### src/rioc_defines.vh
// Shared constants for the relay scheme logic
`ifndef RIOC_DEFINES_VH
`define RIOC_DEFINES_VH

// ------
// Timing
// ------
`define RIOC_CLK_HZ 250000000
`define RIOC_TICK_MS 10
`define RIOC_TICK_CYC ((`RIOC_CLK_HZ / 1000) * `RIOC_TICK_MS)
`define RIOC_CTF_DROP_MS 100
`define RIOC_CTF_DROP_TICKS (`RIOC_CTF_DROP_MS / `RIOC_TICK_MS)
`define RIOC_CTF_ERR_S 10
`define RIOC_CTF_ERR_TICKS (`RIOC_CTF_ERR_S * 1000 / `RIOC_TICK_MS)
`define RIOC_HOLD_MAX_TICKS 10'd1000
`define RIOC_BI_MAX_TICKS 15'd30000

// ------
// Register offsets
// ------
`define RIOC_REG_POLARITY 8'h00
`define RIOC_REG_GROUPSEL 8'h04
`define RIOC_REG_CTF_CTRL 8'h08
`define RIOC_REG_STATUS 8'h0C
`define RIOC_REG_ALARM_MAP 8'h10
`define RIOC_REG_FUNC_BASE 8'h20
`define RIOC_REG_BI_PU_BASE 8'h40
`define RIOC_REG_BI_DO_BASE 8'h60
`define RIOC_REG_OUT_BASE 8'h80

// ------
// Output reset modes and CT fail enable settings
// ------
`define RIOC_MODE_INST 2'h0
`define RIOC_MODE_DELAY 2'h1
`define RIOC_MODE_DWELL 2'h2
`define RIOC_MODE_LATCH 2'h3
`define RIOC_CT_FAIL_ENABLE_SWITCH_OFF 2'h0
`define RIOC_CT_FAIL_ENABLE_SWITCH_ON 2'h1
`define RIOC_CT_FAIL_ENABLE_SWITCH_OPT 2'h2

// Input function bit positions
`define RIOC_F_RCL_BLK 0
`define RIOC_F_RCL_RDY 1
`define RIOC_F_RCL_INI 2
`define RIOC_F_RCL_NA 3
`define RIOC_F_MAN_CLS 4
`define RIOC_F_FRQ_BLK 5
`define RIOC_F_CTF_BLK 6
`define RIOC_F_CTF_EXT 7
`define RIOC_F_VTF_BLK 8
`define RIOC_F_VTF_EXT 9
`define RIOC_F_TC_FAIL 10
`define RIOC_F_CB_NO 11
`define RIOC_F_CB_NC 12
`define RIOC_F_TRIP_3P 13
`define RIOC_F_TRIP_A 14
`define RIOC_F_TRIP_B 15
`define RIOC_F_TRIP_C 16
`define RIOC_F_RMT_RST 17
`define RIOC_F_SYNC 18
`define RIOC_F_REC 19
`define RIOC_NFUNC 20

`endif

### src/rioc_bin_input.v
// One binary input: synchroniser, polarity and pick-up/drop-off delays
`timescale 1ns/1ns
`include "rioc_defines.vh"

module rioc_bin_input #(
  parameter TW = 15
) (
  input wire core_clk, // Clock
  input wire rst, // Sync reset, active high
  input wire ce, // Clock enable
  input wire tick, // 10 ms tick
  input wire pin, // Raw field input
  input wire invert, // Polarity select
  input wire [TW-1:0] pu_ticks, // Pick-up delay in ticks
  input wire [TW-1:0] do_ticks, // Drop-off delay in ticks
  output reg out_q // Conditioned level
);

  reg s1_q;
  reg s2_q;
  reg [TW-1:0] cnt_q;
  wire lvl;

  // --------------------------------------------------------------
  // Synchroniser; field contacts are asynchronous
  // --------------------------------------------------------------
  always @(posedge core_clk) begin
    if (rst) begin
      s1_q <= 1'b0;
      s2_q <= 1'b0;
    end else if (ce) begin
      s1_q <= pin;
      s2_q <= s1_q;
    end
  end

  assign lvl = s2_q ^ invert;

  // --------------------------------------------------------------
  // Delay: counter runs while level differs from output
  // --------------------------------------------------------------
  always @(posedge core_clk) begin
    if (rst) begin
      out_q <= 1'b0;
      cnt_q <= {TW{1'b0}};
    end else if (ce) begin
      if (lvl == out_q) begin
        cnt_q <= {TW{1'b0}};
      end else if (cnt_q >= (lvl ? pu_ticks : do_ticks)) begin
        out_q <= lvl;
        cnt_q <= {TW{1'b0}};
      end else if (tick) begin
        cnt_q <= cnt_q + 1'b1;
      end
    end
  end

endmodule

### src/rioc_out_relay.v
// One configurable output relay: 4-input AND/OR gate and reset mode
`timescale 1ns/1ns
`include "rioc_defines.vh"

module rioc_out_relay #(
  parameter NSIG = 32,
  parameter SW = 5,
  parameter HW = 10
) (
  input wire core_clk, // Clock
  input wire rst, // Sync reset, active high
  input wire ce, // Clock enable
  input wire tick, // 10 ms tick
  input wire [NSIG-1:0] sig, // Internal signal list
  input wire [4*SW-1:0] sel, // Four signal selectors
  input wire [3:0] gate_en, // Gate inputs in use
  input wire use_and, // 1 = AND, 0 = OR
  input wire [1:0] mode, // Reset characteristic
  input wire [HW-1:0] hold_ticks, // Hold time in ticks
  input wire latch_clr, // Release latched output
  output reg out_q // Relay drive
);

  reg [HW-1:0] cnt_q;
  reg gate;
  integer i;

  // --------------------------------------------------------------
  // Gate; unused inputs are neutral for either function
  // --------------------------------------------------------------
  always @* begin
    gate = use_and ? (gate_en != 4'h0) : 1'b0;
    for (i = 0; i < 4; i = i + 1) begin
      if (gate_en[i]) begin
        if (use_and) begin
          gate = gate & sig[sel[i*SW +: SW]];
        end else begin
          gate = gate | sig[sel[i*SW +: SW]];
        end
      end
    end
  end

  // --------------------------------------------------------------
  // Reset characteristic; zero hold behaves as instantaneous
  // --------------------------------------------------------------
  always @(posedge core_clk) begin
    if (rst) begin
      out_q <= 1'b0;
      cnt_q <= {HW{1'b0}};
    end else if (ce) begin
      case (mode)
        `RIOC_MODE_INST: begin
          out_q <= gate;
          cnt_q <= {HW{1'b0}};
        end
        `RIOC_MODE_DELAY: begin
          if (gate) begin
            out_q <= 1'b1;
            cnt_q <= {HW{1'b0}};
          end else if (out_q && cnt_q >= hold_ticks) begin
            out_q <= 1'b0;
          end else if (out_q && tick) begin
            cnt_q <= cnt_q + 1'b1;
          end
        end
        `RIOC_MODE_DWELL: begin
          if (!out_q) begin
            out_q <= gate;
            cnt_q <= {HW{1'b0}};
          end else if (cnt_q < hold_ticks) begin
            if (tick) begin
              cnt_q <= cnt_q + 1'b1;
            end
          end else begin
            out_q <= gate;
          end
        end
        default: begin
          if (latch_clr) begin
            out_q <= gate;
          end else if (gate) begin
            out_q <= 1'b1;
          end
        end
      endcase
    end
  end

endmodule

### src/rioc_top.v
// Relay scheme logic: input mapping, output relays, CT fail supervision
// Function
// - Inputs map to reclose and frequency-block functions
// - Inputs block CT_FAIL_SIGNAL/VTF supervision; external fail inputs
// - Four external trip inputs initiate breaker failure
// - Remote reset clears trip indication and latches
// - Clock-sync and record-store input functions
// - Each input selects off or group 1-4
// - Four alarms shown when mapped input raised
// - Any signal routes to seven configurable relays
// - Each output gates four signals, AND or OR
// - Reset modes: instant, delayed, dwell, latched
// - Dwell holds short pulses, follows long ones
// - Hold time 0.00-10.00 s in 10 ms
// - Relay-fail output on defect or supply fault
// - CT supervision only in three-phase configuration
// - CT fail: residual current without residual voltage
// - CT fail alarms and blocks dependent protection
// - CT fail drops 100 ms after clearing in auto-reset mode
// - CT fail lasting 10 s posts error
// - External CT fail input declares failure
// - Enable switch: off, latching, or auto-reset
// - Input polarity, pick-up, drop-off 0-300 s
`timescale 1ns/1ns
`include "rioc_defines.vh"

module rioc_top #(
  parameter NBI = 8,
  parameter NBO = 7,
  parameter TICK_CYC = `RIOC_TICK_CYC,
  parameter CTF_ERR_TICKS = `RIOC_CTF_ERR_TICKS
) (
  input wire core_clk, // Clock, 250 MHz
  input wire rst, // Sync reset, active high
  input wire ce, // Clock enable, freezes state when low
  input wire [7:0] reg_addr, // Register byte address
  input wire [31:0] reg_wdata, // Write data
  input wire reg_wr, // Write strobe
  input wire reg_rd, // Read strobe
  output reg [31:0] reg_rdata_q, // Read data, cycle after strobe
  input wire [NBI-1:0] bin_pin, // Raw binary inputs
  input wire [7:0] prot_sig, // Internal protection signals
  input wire residual_overcurrent_detect, // Residual current element
  input wire residual_overvoltage_detect, // Residual voltage element
  input wire relay_defect, // Self-check defect
  input wire dc_supply_fault, // Internal supply abnormal
  input wire trip_cmd, // Protection trip command
  output reg [NBO-1:0] output_relay, // Configurable relay drives
  output reg relay_fail_out_q, // Relay failure contact
  output reg trip_ind_q, // Trip indication
  output reg [2:0] active_group_q, // Active group 0..3 (groups 1..4)
  output reg [3:0] alarm_show_q, // Alarm text display requests
  output reg ct_fail_signal_q, // CT failure signal
  output reg ct_fail_err_q, // CT fail error message
  output reg ct_fail_block_q, // Block dependent protection
  output reg ct_fail_alarm_q, // CT fail alarm
  output reg [`RIOC_NFUNC-1:0] func_q, // Mapped input functions
  output reg breaker_fail_init_q, // Breaker failure initiate
  output reg record_store_q, // Store disturbance record, pulse
  output reg clock_sync_q // Clock sync, pulse
);

  localparam SW = 5;
  localparam BTW = 15;
  localparam HW = 10;

  // --------------------------------------------------------------
  // Settings registers
  // --------------------------------------------------------------
  reg [NBI-1:0] polarity_q;
  reg [3*NBI-1:0] group_sel_q;
  reg [1:0] ctf_en_q;
  reg three_phase_q;
  reg [4*NBI-1:0] alarm_map_q;
  reg [`RIOC_NFUNC*NBI-1:0] func_map_q;
  reg [BTW*NBI-1:0] bi_pu_q;
  reg [BTW*NBI-1:0] bi_do_q;
  reg [32*NBO-1:0] out_cfg_q;
  reg [HW*NBO-1:0] out_hold_q;
  reg [31:0] tick_cnt_q;
  reg tick;
  reg [3:0] drop_cnt_q;
  reg [13:0] err_cnt_q;
  reg [NBI-1:0] bi_prev_q;
  reg [2:0] grp_d;
  integer k;
  integer j;

  wire [NBI-1:0] bi;
  wire [31:0] sig;
  wire [NBO-1:0] relay_w;
  wire ctf_detect;
  wire [`RIOC_NFUNC-1:0] func_d;

  // Saturate a register word into a tick count
  function [BTW-1:0] clip_bi;
    input [31:0] v;
    begin
      clip_bi = (v > `RIOC_BI_MAX_TICKS) ? `RIOC_BI_MAX_TICKS : v[BTW-1:0];
    end
  endfunction

  function [HW-1:0] clip_hold;
    input [31:0] v;
    begin
      clip_hold = (v > `RIOC_HOLD_MAX_TICKS) ? `RIOC_HOLD_MAX_TICKS : v[HW-1:0];
    end
  endfunction

  // --------------------------------------------------------------
  // Common 10 ms tick
  // --------------------------------------------------------------
  always @(posedge core_clk) begin
    if (rst) begin
      tick_cnt_q <= 32'h0;
      tick <= 1'b0;
    end else if (ce) begin
      tick <= (tick_cnt_q == TICK_CYC - 1);
      tick_cnt_q <= (tick_cnt_q == TICK_CYC - 1) ? 32'h0 : tick_cnt_q + 32'h1;
    end
  end

  // --------------------------------------------------------------
  // Binary inputs
  // --------------------------------------------------------------
  genvar g;
  generate
    for (g = 0; g < NBI; g = g + 1) begin : g_bi
      rioc_bin_input #(
        .TW(BTW)
      ) u_bi (
        .core_clk(core_clk),
        .rst(rst),
        .ce(ce),
        .tick(tick),
        .pin(bin_pin[g]),
        .invert(polarity_q[g]),
        .pu_ticks(bi_pu_q[g*BTW +: BTW]),
        .do_ticks(bi_do_q[g*BTW +: BTW]),
        .out_q(bi[g])
      );
    end
  endgenerate

  // --------------------------------------------------------------
  // Function mapping: OR of assigned inputs
  // --------------------------------------------------------------
  generate
    for (g = 0; g < `RIOC_NFUNC; g = g + 1) begin : g_fn
      wire [NBI-1:0] hits;
      genvar m;
      for (m = 0; m < NBI; m = m + 1) begin : g_m
        assign hits[m] = bi[m] & func_map_q[m*`RIOC_NFUNC + g];
      end
      assign func_d[g] = |hits;
    end
  endgenerate

  // Function outputs and edge pulses
  always @(posedge core_clk) begin
    if (rst) begin
      func_q <= {`RIOC_NFUNC{1'b0}};
      breaker_fail_init_q <= 1'b0;
      record_store_q <= 1'b0;
      clock_sync_q <= 1'b0;
      bi_prev_q <= {NBI{1'b0}};
    end else if (ce) begin
      func_q <= func_d;
      breaker_fail_init_q <= func_d[`RIOC_F_TRIP_3P] | func_d[`RIOC_F_TRIP_A] |
                             func_d[`RIOC_F_TRIP_B] | func_d[`RIOC_F_TRIP_C];
      record_store_q <= func_d[`RIOC_F_REC] & ~func_q[`RIOC_F_REC];
      clock_sync_q <= func_d[`RIOC_F_SYNC] & ~func_q[`RIOC_F_SYNC];
      bi_prev_q <= bi;
    end
  end

  // --------------------------------------------------------------
  // Group select, alarms, trip indication, relay fail
  // --------------------------------------------------------------
  always @* begin
    grp_d = active_group_q;
    for (k = 0; k < NBI; k = k + 1) begin
      if (bi[k] && group_sel_q[3*k +: 3] != 3'h0 && group_sel_q[3*k +: 3] <= 3'h4) begin
        grp_d = group_sel_q[3*k +: 3] - 3'h1;
      end
    end
  end

  always @(posedge core_clk) begin
    if (rst) begin
      active_group_q <= 3'h0;
      alarm_show_q <= 4'h0;
      trip_ind_q <= 1'b0;
      relay_fail_out_q <= 1'b0;
    end else if (ce) begin
      active_group_q <= grp_d;
      for (j = 0; j < 4; j = j + 1) begin
        alarm_show_q[j] <= |(bi & alarm_map_q[j*NBI +: NBI]);
      end
      if (trip_cmd) begin
        trip_ind_q <= 1'b1;
      end else if (func_d[`RIOC_F_RMT_RST]) begin
        trip_ind_q <= 1'b0;
      end
      relay_fail_out_q <= relay_defect | dc_supply_fault;
    end
  end

  // --------------------------------------------------------------
  // Configurable outputs
  // --------------------------------------------------------------
  assign sig = {func_q[`RIOC_F_TC_FAIL], ct_fail_alarm_q, ct_fail_signal_q, trip_ind_q,
                func_q[19:0], prot_sig};

  generate
    for (g = 0; g < NBO; g = g + 1) begin : g_bo
      rioc_out_relay #(
        .NSIG(32),
        .SW(SW),
        .HW(HW)
      ) u_bo (
        .core_clk(core_clk),
        .rst(rst),
        .ce(ce),
        .tick(tick),
        .sig(sig),
        .sel(out_cfg_q[g*32 +: 4*SW]),
        .gate_en(out_cfg_q[g*32+20 +: 4]),
        .use_and(out_cfg_q[g*32+24]),
        .mode(out_cfg_q[g*32+26 +: 2]),
        .hold_ticks(out_hold_q[g*HW +: HW]),
        .latch_clr(func_d[`RIOC_F_RMT_RST]),
        .out_q(relay_w[g])
      );
    end
  endgenerate

  always @* begin
    output_relay = relay_w;
  end

  // --------------------------------------------------------------
  // CT failure supervision; latching keeps signal until remote reset
  // --------------------------------------------------------------
  assign ctf_detect = three_phase_q && ctf_en_q != `RIOC_CT_FAIL_ENABLE_SWITCH_OFF && !func_d[`RIOC_F_CTF_BLK] &&
                      ((residual_overcurrent_detect && !residual_overvoltage_detect) ||
                       func_d[`RIOC_F_CTF_EXT]);

  always @(posedge core_clk) begin
    if (rst) begin
      ct_fail_signal_q <= 1'b0;
      drop_cnt_q <= 4'h0;
      err_cnt_q <= 14'h0;
      ct_fail_err_q <= 1'b0;
      ct_fail_block_q <= 1'b0;
      ct_fail_alarm_q <= 1'b0;
    end else if (ce) begin
      if (ctf_detect) begin
        ct_fail_signal_q <= 1'b1;
        drop_cnt_q <= 4'h0;
      end else if (ctf_en_q == `RIOC_CT_FAIL_ENABLE_SWITCH_OFF || !three_phase_q) begin
        ct_fail_signal_q <= 1'b0;
        drop_cnt_q <= 4'h0;
      end else if (ctf_en_q == `RIOC_CT_FAIL_ENABLE_SWITCH_ON) begin
        if (func_d[`RIOC_F_RMT_RST]) begin
          ct_fail_signal_q <= 1'b0;
        end
      end else if (ct_fail_signal_q) begin
        if (drop_cnt_q >= `RIOC_CTF_DROP_TICKS) begin
          ct_fail_signal_q <= 1'b0;
          drop_cnt_q <= 4'h0;
        end else if (tick) begin
          drop_cnt_q <= drop_cnt_q + 4'h1;
        end
      end
      if (!ct_fail_signal_q) begin
        err_cnt_q <= 14'h0;
        ct_fail_err_q <= 1'b0;
      end else if (err_cnt_q >= CTF_ERR_TICKS) begin
        ct_fail_err_q <= 1'b1;
      end else if (tick) begin
        err_cnt_q <= err_cnt_q + 14'h1;
      end
      ct_fail_alarm_q <= ct_fail_signal_q;
      ct_fail_block_q <= ct_fail_signal_q;
    end
  end

  // --------------------------------------------------------------
  // Register writes
  // --------------------------------------------------------------
  always @(posedge core_clk) begin
    if (rst) begin
      polarity_q <= {NBI{1'b0}};
      group_sel_q <= {3*NBI{1'b0}};
      ctf_en_q <= `RIOC_CT_FAIL_ENABLE_SWITCH_OFF;
      three_phase_q <= 1'b1;
      alarm_map_q <= {4*NBI{1'b0}};
      func_map_q <= {`RIOC_NFUNC*NBI{1'b0}};
      bi_pu_q <= {BTW*NBI{1'b0}};
      bi_do_q <= {BTW*NBI{1'b0}};
      out_cfg_q <= {32*NBO{1'b0}};
      out_hold_q <= {HW*NBO{1'b0}};
    end else if (ce && reg_wr) begin
      if (reg_addr == `RIOC_REG_POLARITY) begin
        polarity_q <= reg_wdata[NBI-1:0];
      end
      if (reg_addr == `RIOC_REG_GROUPSEL) begin
        group_sel_q <= reg_wdata[3*NBI-1:0];
      end
      if (reg_addr == `RIOC_REG_CTF_CTRL) begin
        ctf_en_q <= reg_wdata[1:0];
        three_phase_q <= reg_wdata[4];
      end
      if (reg_addr == `RIOC_REG_ALARM_MAP) begin
        alarm_map_q <= reg_wdata[4*NBI-1:0];
      end
      for (k = 0; k < NBI; k = k + 1) begin
        if (reg_addr == `RIOC_REG_FUNC_BASE + 4 * k) begin
          func_map_q[k*`RIOC_NFUNC +: `RIOC_NFUNC] <= reg_wdata[`RIOC_NFUNC-1:0];
        end
        if (reg_addr == `RIOC_REG_BI_PU_BASE + 4 * k) begin
          bi_pu_q[k*BTW +: BTW] <= clip_bi(reg_wdata);
        end
        if (reg_addr == `RIOC_REG_BI_DO_BASE + 4 * k) begin
          bi_do_q[k*BTW +: BTW] <= clip_bi(reg_wdata);
        end
      end
      for (k = 0; k < NBO; k = k + 1) begin
        if (reg_addr == `RIOC_REG_OUT_BASE + 8 * k) begin
          out_cfg_q[k*32 +: 32] <= reg_wdata;
        end
        if (reg_addr == `RIOC_REG_OUT_BASE + 8 * k + 4) begin
          out_hold_q[k*HW +: HW] <= clip_hold(reg_wdata);
        end
      end
    end
  end

  // --------------------------------------------------------------
  // Register reads; unmapped addresses read zero
  // --------------------------------------------------------------
  always @(posedge core_clk) begin
    if (rst) begin
      reg_rdata_q <= 32'h0;
    end else if (ce) begin
      reg_rdata_q <= 32'h0;
      if (reg_rd) begin
        if (reg_addr == `RIOC_REG_POLARITY) begin
          reg_rdata_q[NBI-1:0] <= polarity_q;
        end
        if (reg_addr == `RIOC_REG_GROUPSEL) begin
          reg_rdata_q[3*NBI-1:0] <= group_sel_q;
        end
        if (reg_addr == `RIOC_REG_CTF_CTRL) begin
          reg_rdata_q[4:0] <= {three_phase_q, 2'h0, ctf_en_q};
        end
        if (reg_addr == `RIOC_REG_STATUS) begin
          reg_rdata_q[25:0] <= {active_group_q, alarm_show_q, ct_fail_err_q,
                                ct_fail_signal_q, trip_ind_q, bi_prev_q[NBI-1:0],
                                relay_fail_out_q, output_relay};
        end
        if (reg_addr == `RIOC_REG_ALARM_MAP) begin
          reg_rdata_q[4*NBI-1:0] <= alarm_map_q;
        end
        for (k = 0; k < NBI; k = k + 1) begin
          if (reg_addr == `RIOC_REG_FUNC_BASE + 4 * k) begin
            reg_rdata_q[`RIOC_NFUNC-1:0] <= func_map_q[k*`RIOC_NFUNC +: `RIOC_NFUNC];
          end
          if (reg_addr == `RIOC_REG_BI_PU_BASE + 4 * k) begin
            reg_rdata_q[BTW-1:0] <= bi_pu_q[k*BTW +: BTW];
          end
          if (reg_addr == `RIOC_REG_BI_DO_BASE + 4 * k) begin
            reg_rdata_q[BTW-1:0] <= bi_do_q[k*BTW +: BTW];
          end
        end
        for (k = 0; k < NBO; k = k + 1) begin
          if (reg_addr == `RIOC_REG_OUT_BASE + 8 * k) begin
            reg_rdata_q <= out_cfg_q[k*32 +: 32];
          end
          if (reg_addr == `RIOC_REG_OUT_BASE + 8 * k + 4) begin
            reg_rdata_q[HW-1:0] <= out_hold_q[k*HW +: HW];
          end
        end
      end
    end
  end

endmodule

### config.mk
export PLATFORM = sky130hd
export DESIGN_NAME = rioc_top
export DESIGN_NICKNAME = d
export VERILOG_FILES = /design/src/rioc_bin_input.v /design/src/rioc_out_relay.v /design/src/rioc_top.v
export VERILOG_INCLUDE_DIRS = /design/src
export SDC_FILE = /design/constraint.sdc
export NUM_CORES = 2
export LEC_CHECK = 0
export BUFFER_PORTS_ARGS = -buffer_cell sky130_fd_sc_hd__buf_4
export CORE_AREA = 2 2 345 347
export DETAILED_ROUTE_END_ITERATION = 16
export DIE_AREA = 0 0 347 349
export HOLD_SLACK_MARGIN = 0.08
export PLACE_DENSITY_LB_ADDON = 0.2
export RECOVER_POWER = 50
export REMOVE_ABC_BUFFERS = 1
export SYNTH_ARGS = -nofsm -noshare
export SYNTH_HDL_FRONTEND = slang
export SYNTH_SLANG_ARGS = --single-unit
### constraint.sdc
create_clock -name core_clk -period 5 [get_ports core_clk]
set_input_delay 0.75 -clock core_clk [delete_from_list [all_inputs] [get_ports core_clk]]
set_output_delay 0.75 -clock core_clk [all_outputs]
set_load 0.01 [all_outputs]
==> results.sh <==
export IMPL_post_dp_hpwl_um=212500
export IMPL_crit_arrival_ns=5.45
export IMPL_synth_area_top_cells="dfxtp_1 (35%), nand2_1 (8.8%), mux4_2 (7.0%)"
export IMPL_via_count=65730
export IMPL_cp_end_kind="flop"
export IMPL_rsz0062_at_grt="false"
export IMPL_grt_use_total_pct=47.85
export IMPL_cp_required_ns=5.64
export IMPL_ant_nets=0
export IMPL_path_clk_slew_ns=0.06
export IMPL_netlist_area_mm2=0.06410
export IMPL_min_path_type="primary input to flop"
export IMPL_synth_top_area_cell="dfxtp_1"
export IMPL_peakVddDrop_mv=0.3236
export IMPL_grt_pass1_vias=60700
export IMPL_async_flop_share_pct=0
export IMPL_critPathLaunch="func_q[1]"
export IMPL_p_leak_nw=23.34
export IMPL_postCtsResizedCells=0
export IMPL_die_x_um=347
export IMPL_grt_overflow_total=0
export IMPL_cts_root_buf="clkbuf_16"
export IMPL_vias_per_cell=6.936
export IMPL_synth_edff_count=0
export IMPL_rows=126
export IMPL_antenna_found_initial=22
export IMPL_portBuffers=140
export IMPL_period_share_pct=96.09
export IMPL_grt_max_degree=140
export IMPL_hold_slack_ns=0.1911
export IMPL_synthCells=7979
export IMPL_use_met3_pct=14.45
export IMPL_core_area_mm2=0.1175
export IMPL_p_sw_mw=4.994
export IMPL_rrSetupSlack_ns=0.20
export IMPL_synth_avg_cell_area_um2=8.033
export IMPL_synth_top_area_share_pct=34.60
export IMPL_clock_latency_ns=0.80
export IMPL_fin_setup_tns_ns=0
export IMPL_seq_power_share_pct=45.4
export IMPL_fmax_mhz=208.1
export IMPL_path_class="flop to flop"
export IMPL_grt_pass1_wl_um=427100
export IMPL_multi_input_area_mm2=0.03874
export IMPL_io_pins=141
export IMPL_reg2reg_from="func_q[1]"
export IMPL_nFillCells=10550
export IMPL_die_area_mm2=0.1211
export IMPL_clock_sinks=1108
export IMPL_synth_cell_types=93
export IMPL_hp_start="bin_pin[2]"
export IMPL_slew_headroom_pct=-113.6
export IMPL_tightest_slew_ns=3.204
export IMPL_reg2regPathDepth=10
export IMPL_intPower_mw=14.76
export IMPL_crit_end="g_bo[4].u_bo.cnt_q[7]"
export IMPL_fin_util_pct=60.31
export IMPL_status="finished, violations left"
export IMPL_ys_ff_latch=1108
export IMPL_routed_wl_um=299300
export IMPL_worstPathMaxFanout=30
export IMPL_areaGrowthSynthToFinish_pct=10.50
export IMPL_cts_buffers=121
export IMPL_gp_congestion=1.076
export IMPL_cap_violations=25
export IMPL_ys_flop_type="dfxtp_1"
export IMPL_slew_viol_final=1077
export IMPL_crit_path_start_kind="flop"
export IMPL_synth_warnings=0
export IMPL_ctsLongestPathBuffers=3
export IMPL_r2r_end="g_bo[4].u_bo.cnt_q[7]"
export IMPL_cts_setup_buffers=0
export IMPL_p_comb_share_pct=5.7
export IMPL_min_period_ns=4.804
export IMPL_firstDrtPassIters=9
export IMPL_gr_max_usage_layer="met2"
export IMPL_fin_skew_ns=0.03381
export IMPL_sw_frac_of_total_pct=25.28
export IMPL_die_h_um=349
export IMPL_clock_power_share_pct=48.9
export IMPL_ys_top_cells_by_count="nand2_1 (1,510), dfxtp_1 (1,108), a21oi_1 (847)"
export IMPL_regArea_mm2=0.02218
export IMPL_grt_util_met1_pct=58.06
export IMPL_hold_violations=0
export IMPL_tritoncts="built"
export IMPL_failed_checks="capacitance limit, slew limit"
export IMPL_power_density_mw_per_mm2=278.9
export IMPL_finalNetCount=8129
export IMPL_htreeDepth=3
export IMPL_yosysMostFrequentCell="nand2_1"
export IMPL_setup_violations=0
export IMPL_grtUsageMet2_pct=70.73
export IMPL_wire_per_inst_um=31.58
export IMPL_start_util_pct=54.58
export IMPL_seq_area_frac_synth_pct=34.60
export IMPL_drt_iter0_markers=10040
export IMPL_ctsHoldBuffers=0
export IMPL_remaining_drc_errors=0
export IMPL_drive_gt1_share_pct=10.69
power by group through the flow:
stage          clock network [mW]  logic (mW)  registers [mW]
6_report                     9.66        1.13            8.97
3_3_place_gp                    0        1.07            9.15
2_1_floorplan                   0       0.376            9.12
5_1_grt                      10.0        1.13            8.96
3_5_place_dp                    0        1.08            9.15
4_1_cts                      9.66        1.08            8.95
cell usage in the layout (no fill, tap or decap), drive strengths merged, types with 63 or more instances in the layout:
master  Yosys  routed
nand2    1510    1510
dfxtp    1108    1108
a21oi     847     847
nor2      691     691
buf       103     333
o21ai     307     307
mux2i     290     290
clkbuf    612     275
ha        239     239
a211oi    223     223
mux4      203     203
nand3     177     177
inv       171     174
a22oi     159     159
a221oi    114     114
nor3       89      89
and3       83      83
xor2       77      77
nand4      72      72
nor2b      71      71
o22ai      63      63
sequential cells by signal, summed over array words and instances (netlist names), 14 cells and up:
| name | count |
|---|---|
| group_sel_q | 24 |
| reg_rdata_q | 32 |
| tick_cnt_q | 32 |
| bi_do_q | 120 |
| out_cfg_q | 224 |
| g_bi.u_bi.cnt_q | 120 |
| g_bo.u_bo.cnt_q | 70 |
| func_q | 20 |
| out_hold_q | 70 |
| func_map_q | 160 |
| bi_pu_q | 120 |
| alarm_map_q | 32 |
| err_cnt_q | 14 |
worst min-delay path by stage:
| stage | endpoint | cells past startpoint |
|---|---|---|
| after global placement | out_cfg_q[159] | 2 |
| after CTS | g_bi[3].u_bi.s1_q | 3 |
| after global routing | g_bi[3].u_bi.s1_q | 3 |
| final | g_bi[2].u_bi.s1_q | 3 |
| after floorplan | out_cfg_q[156] | 2 |
| after detailed placement | out_cfg_q[31] | 2 |
cells by family after synthesis:
| family | count (synthesis) | share of synthesized area [%] |
|---|---|---|
| buf+inv | 887 | 5.302 |
| mux | 526 | 12.26 |
| fa+ha+maj | 239 | 4.665 |
| compound gates | 2150 | 21.50 |
| simple gates | 2944 | 19.96 |
| xor+xnor | 125 | 1.708 |
| flops | 1108 | 34.60 |
final cells by class:
class / count / area share [%]
antenna: 15 / 0.05299
clock buffer: 171 / 4.950
clock inverter: 53 / 1.102
inverter: 172 / 0.9150
multi-input combinational: 5984 / 54.69
sequential: 1108 / 31.32
tap: 1536 / 2.713
timing repair buffer: 437 / 4.259
worst max-delay path, cell delays in order (launching register included):
cell      delay, ns
dfxtp_1        1.65
mux4_2         0.55
mux2i_1        0.07
mux4_2         0.50
a22o_1         0.26
a221oi_1       0.26
o22ai_1        0.39
a311o_1        0.44
and2_1         0.27
a21oi_1        0.17
o22ai_1        0.09
routing by layer:
layer	vias to the layer above	routed length (um)
met5	-	148
met4	20	29330
met3	1284	38340
met2	4880	124500
met1	31140	107000
li1	28410	-
through the flow:
step | cells | setup slack [ns] | cell area (um2) | power, mW
global route | 9463 | 0.2624 | 70800 | 20.09
floorplan | 7264 | -0.5942 | 61350 | 9.493
global placement | 9237 | 0.2994 | 66990 | 10.21
finish | 9476 | 0.1957 | 70830 | 19.76
detailed placement | 9237 | 0.3367 | 66990 | 10.23
CTS | 9461 | 0.7295 | 71280 | 19.69
No activity file was read; power rests on OpenSTA's default activity.
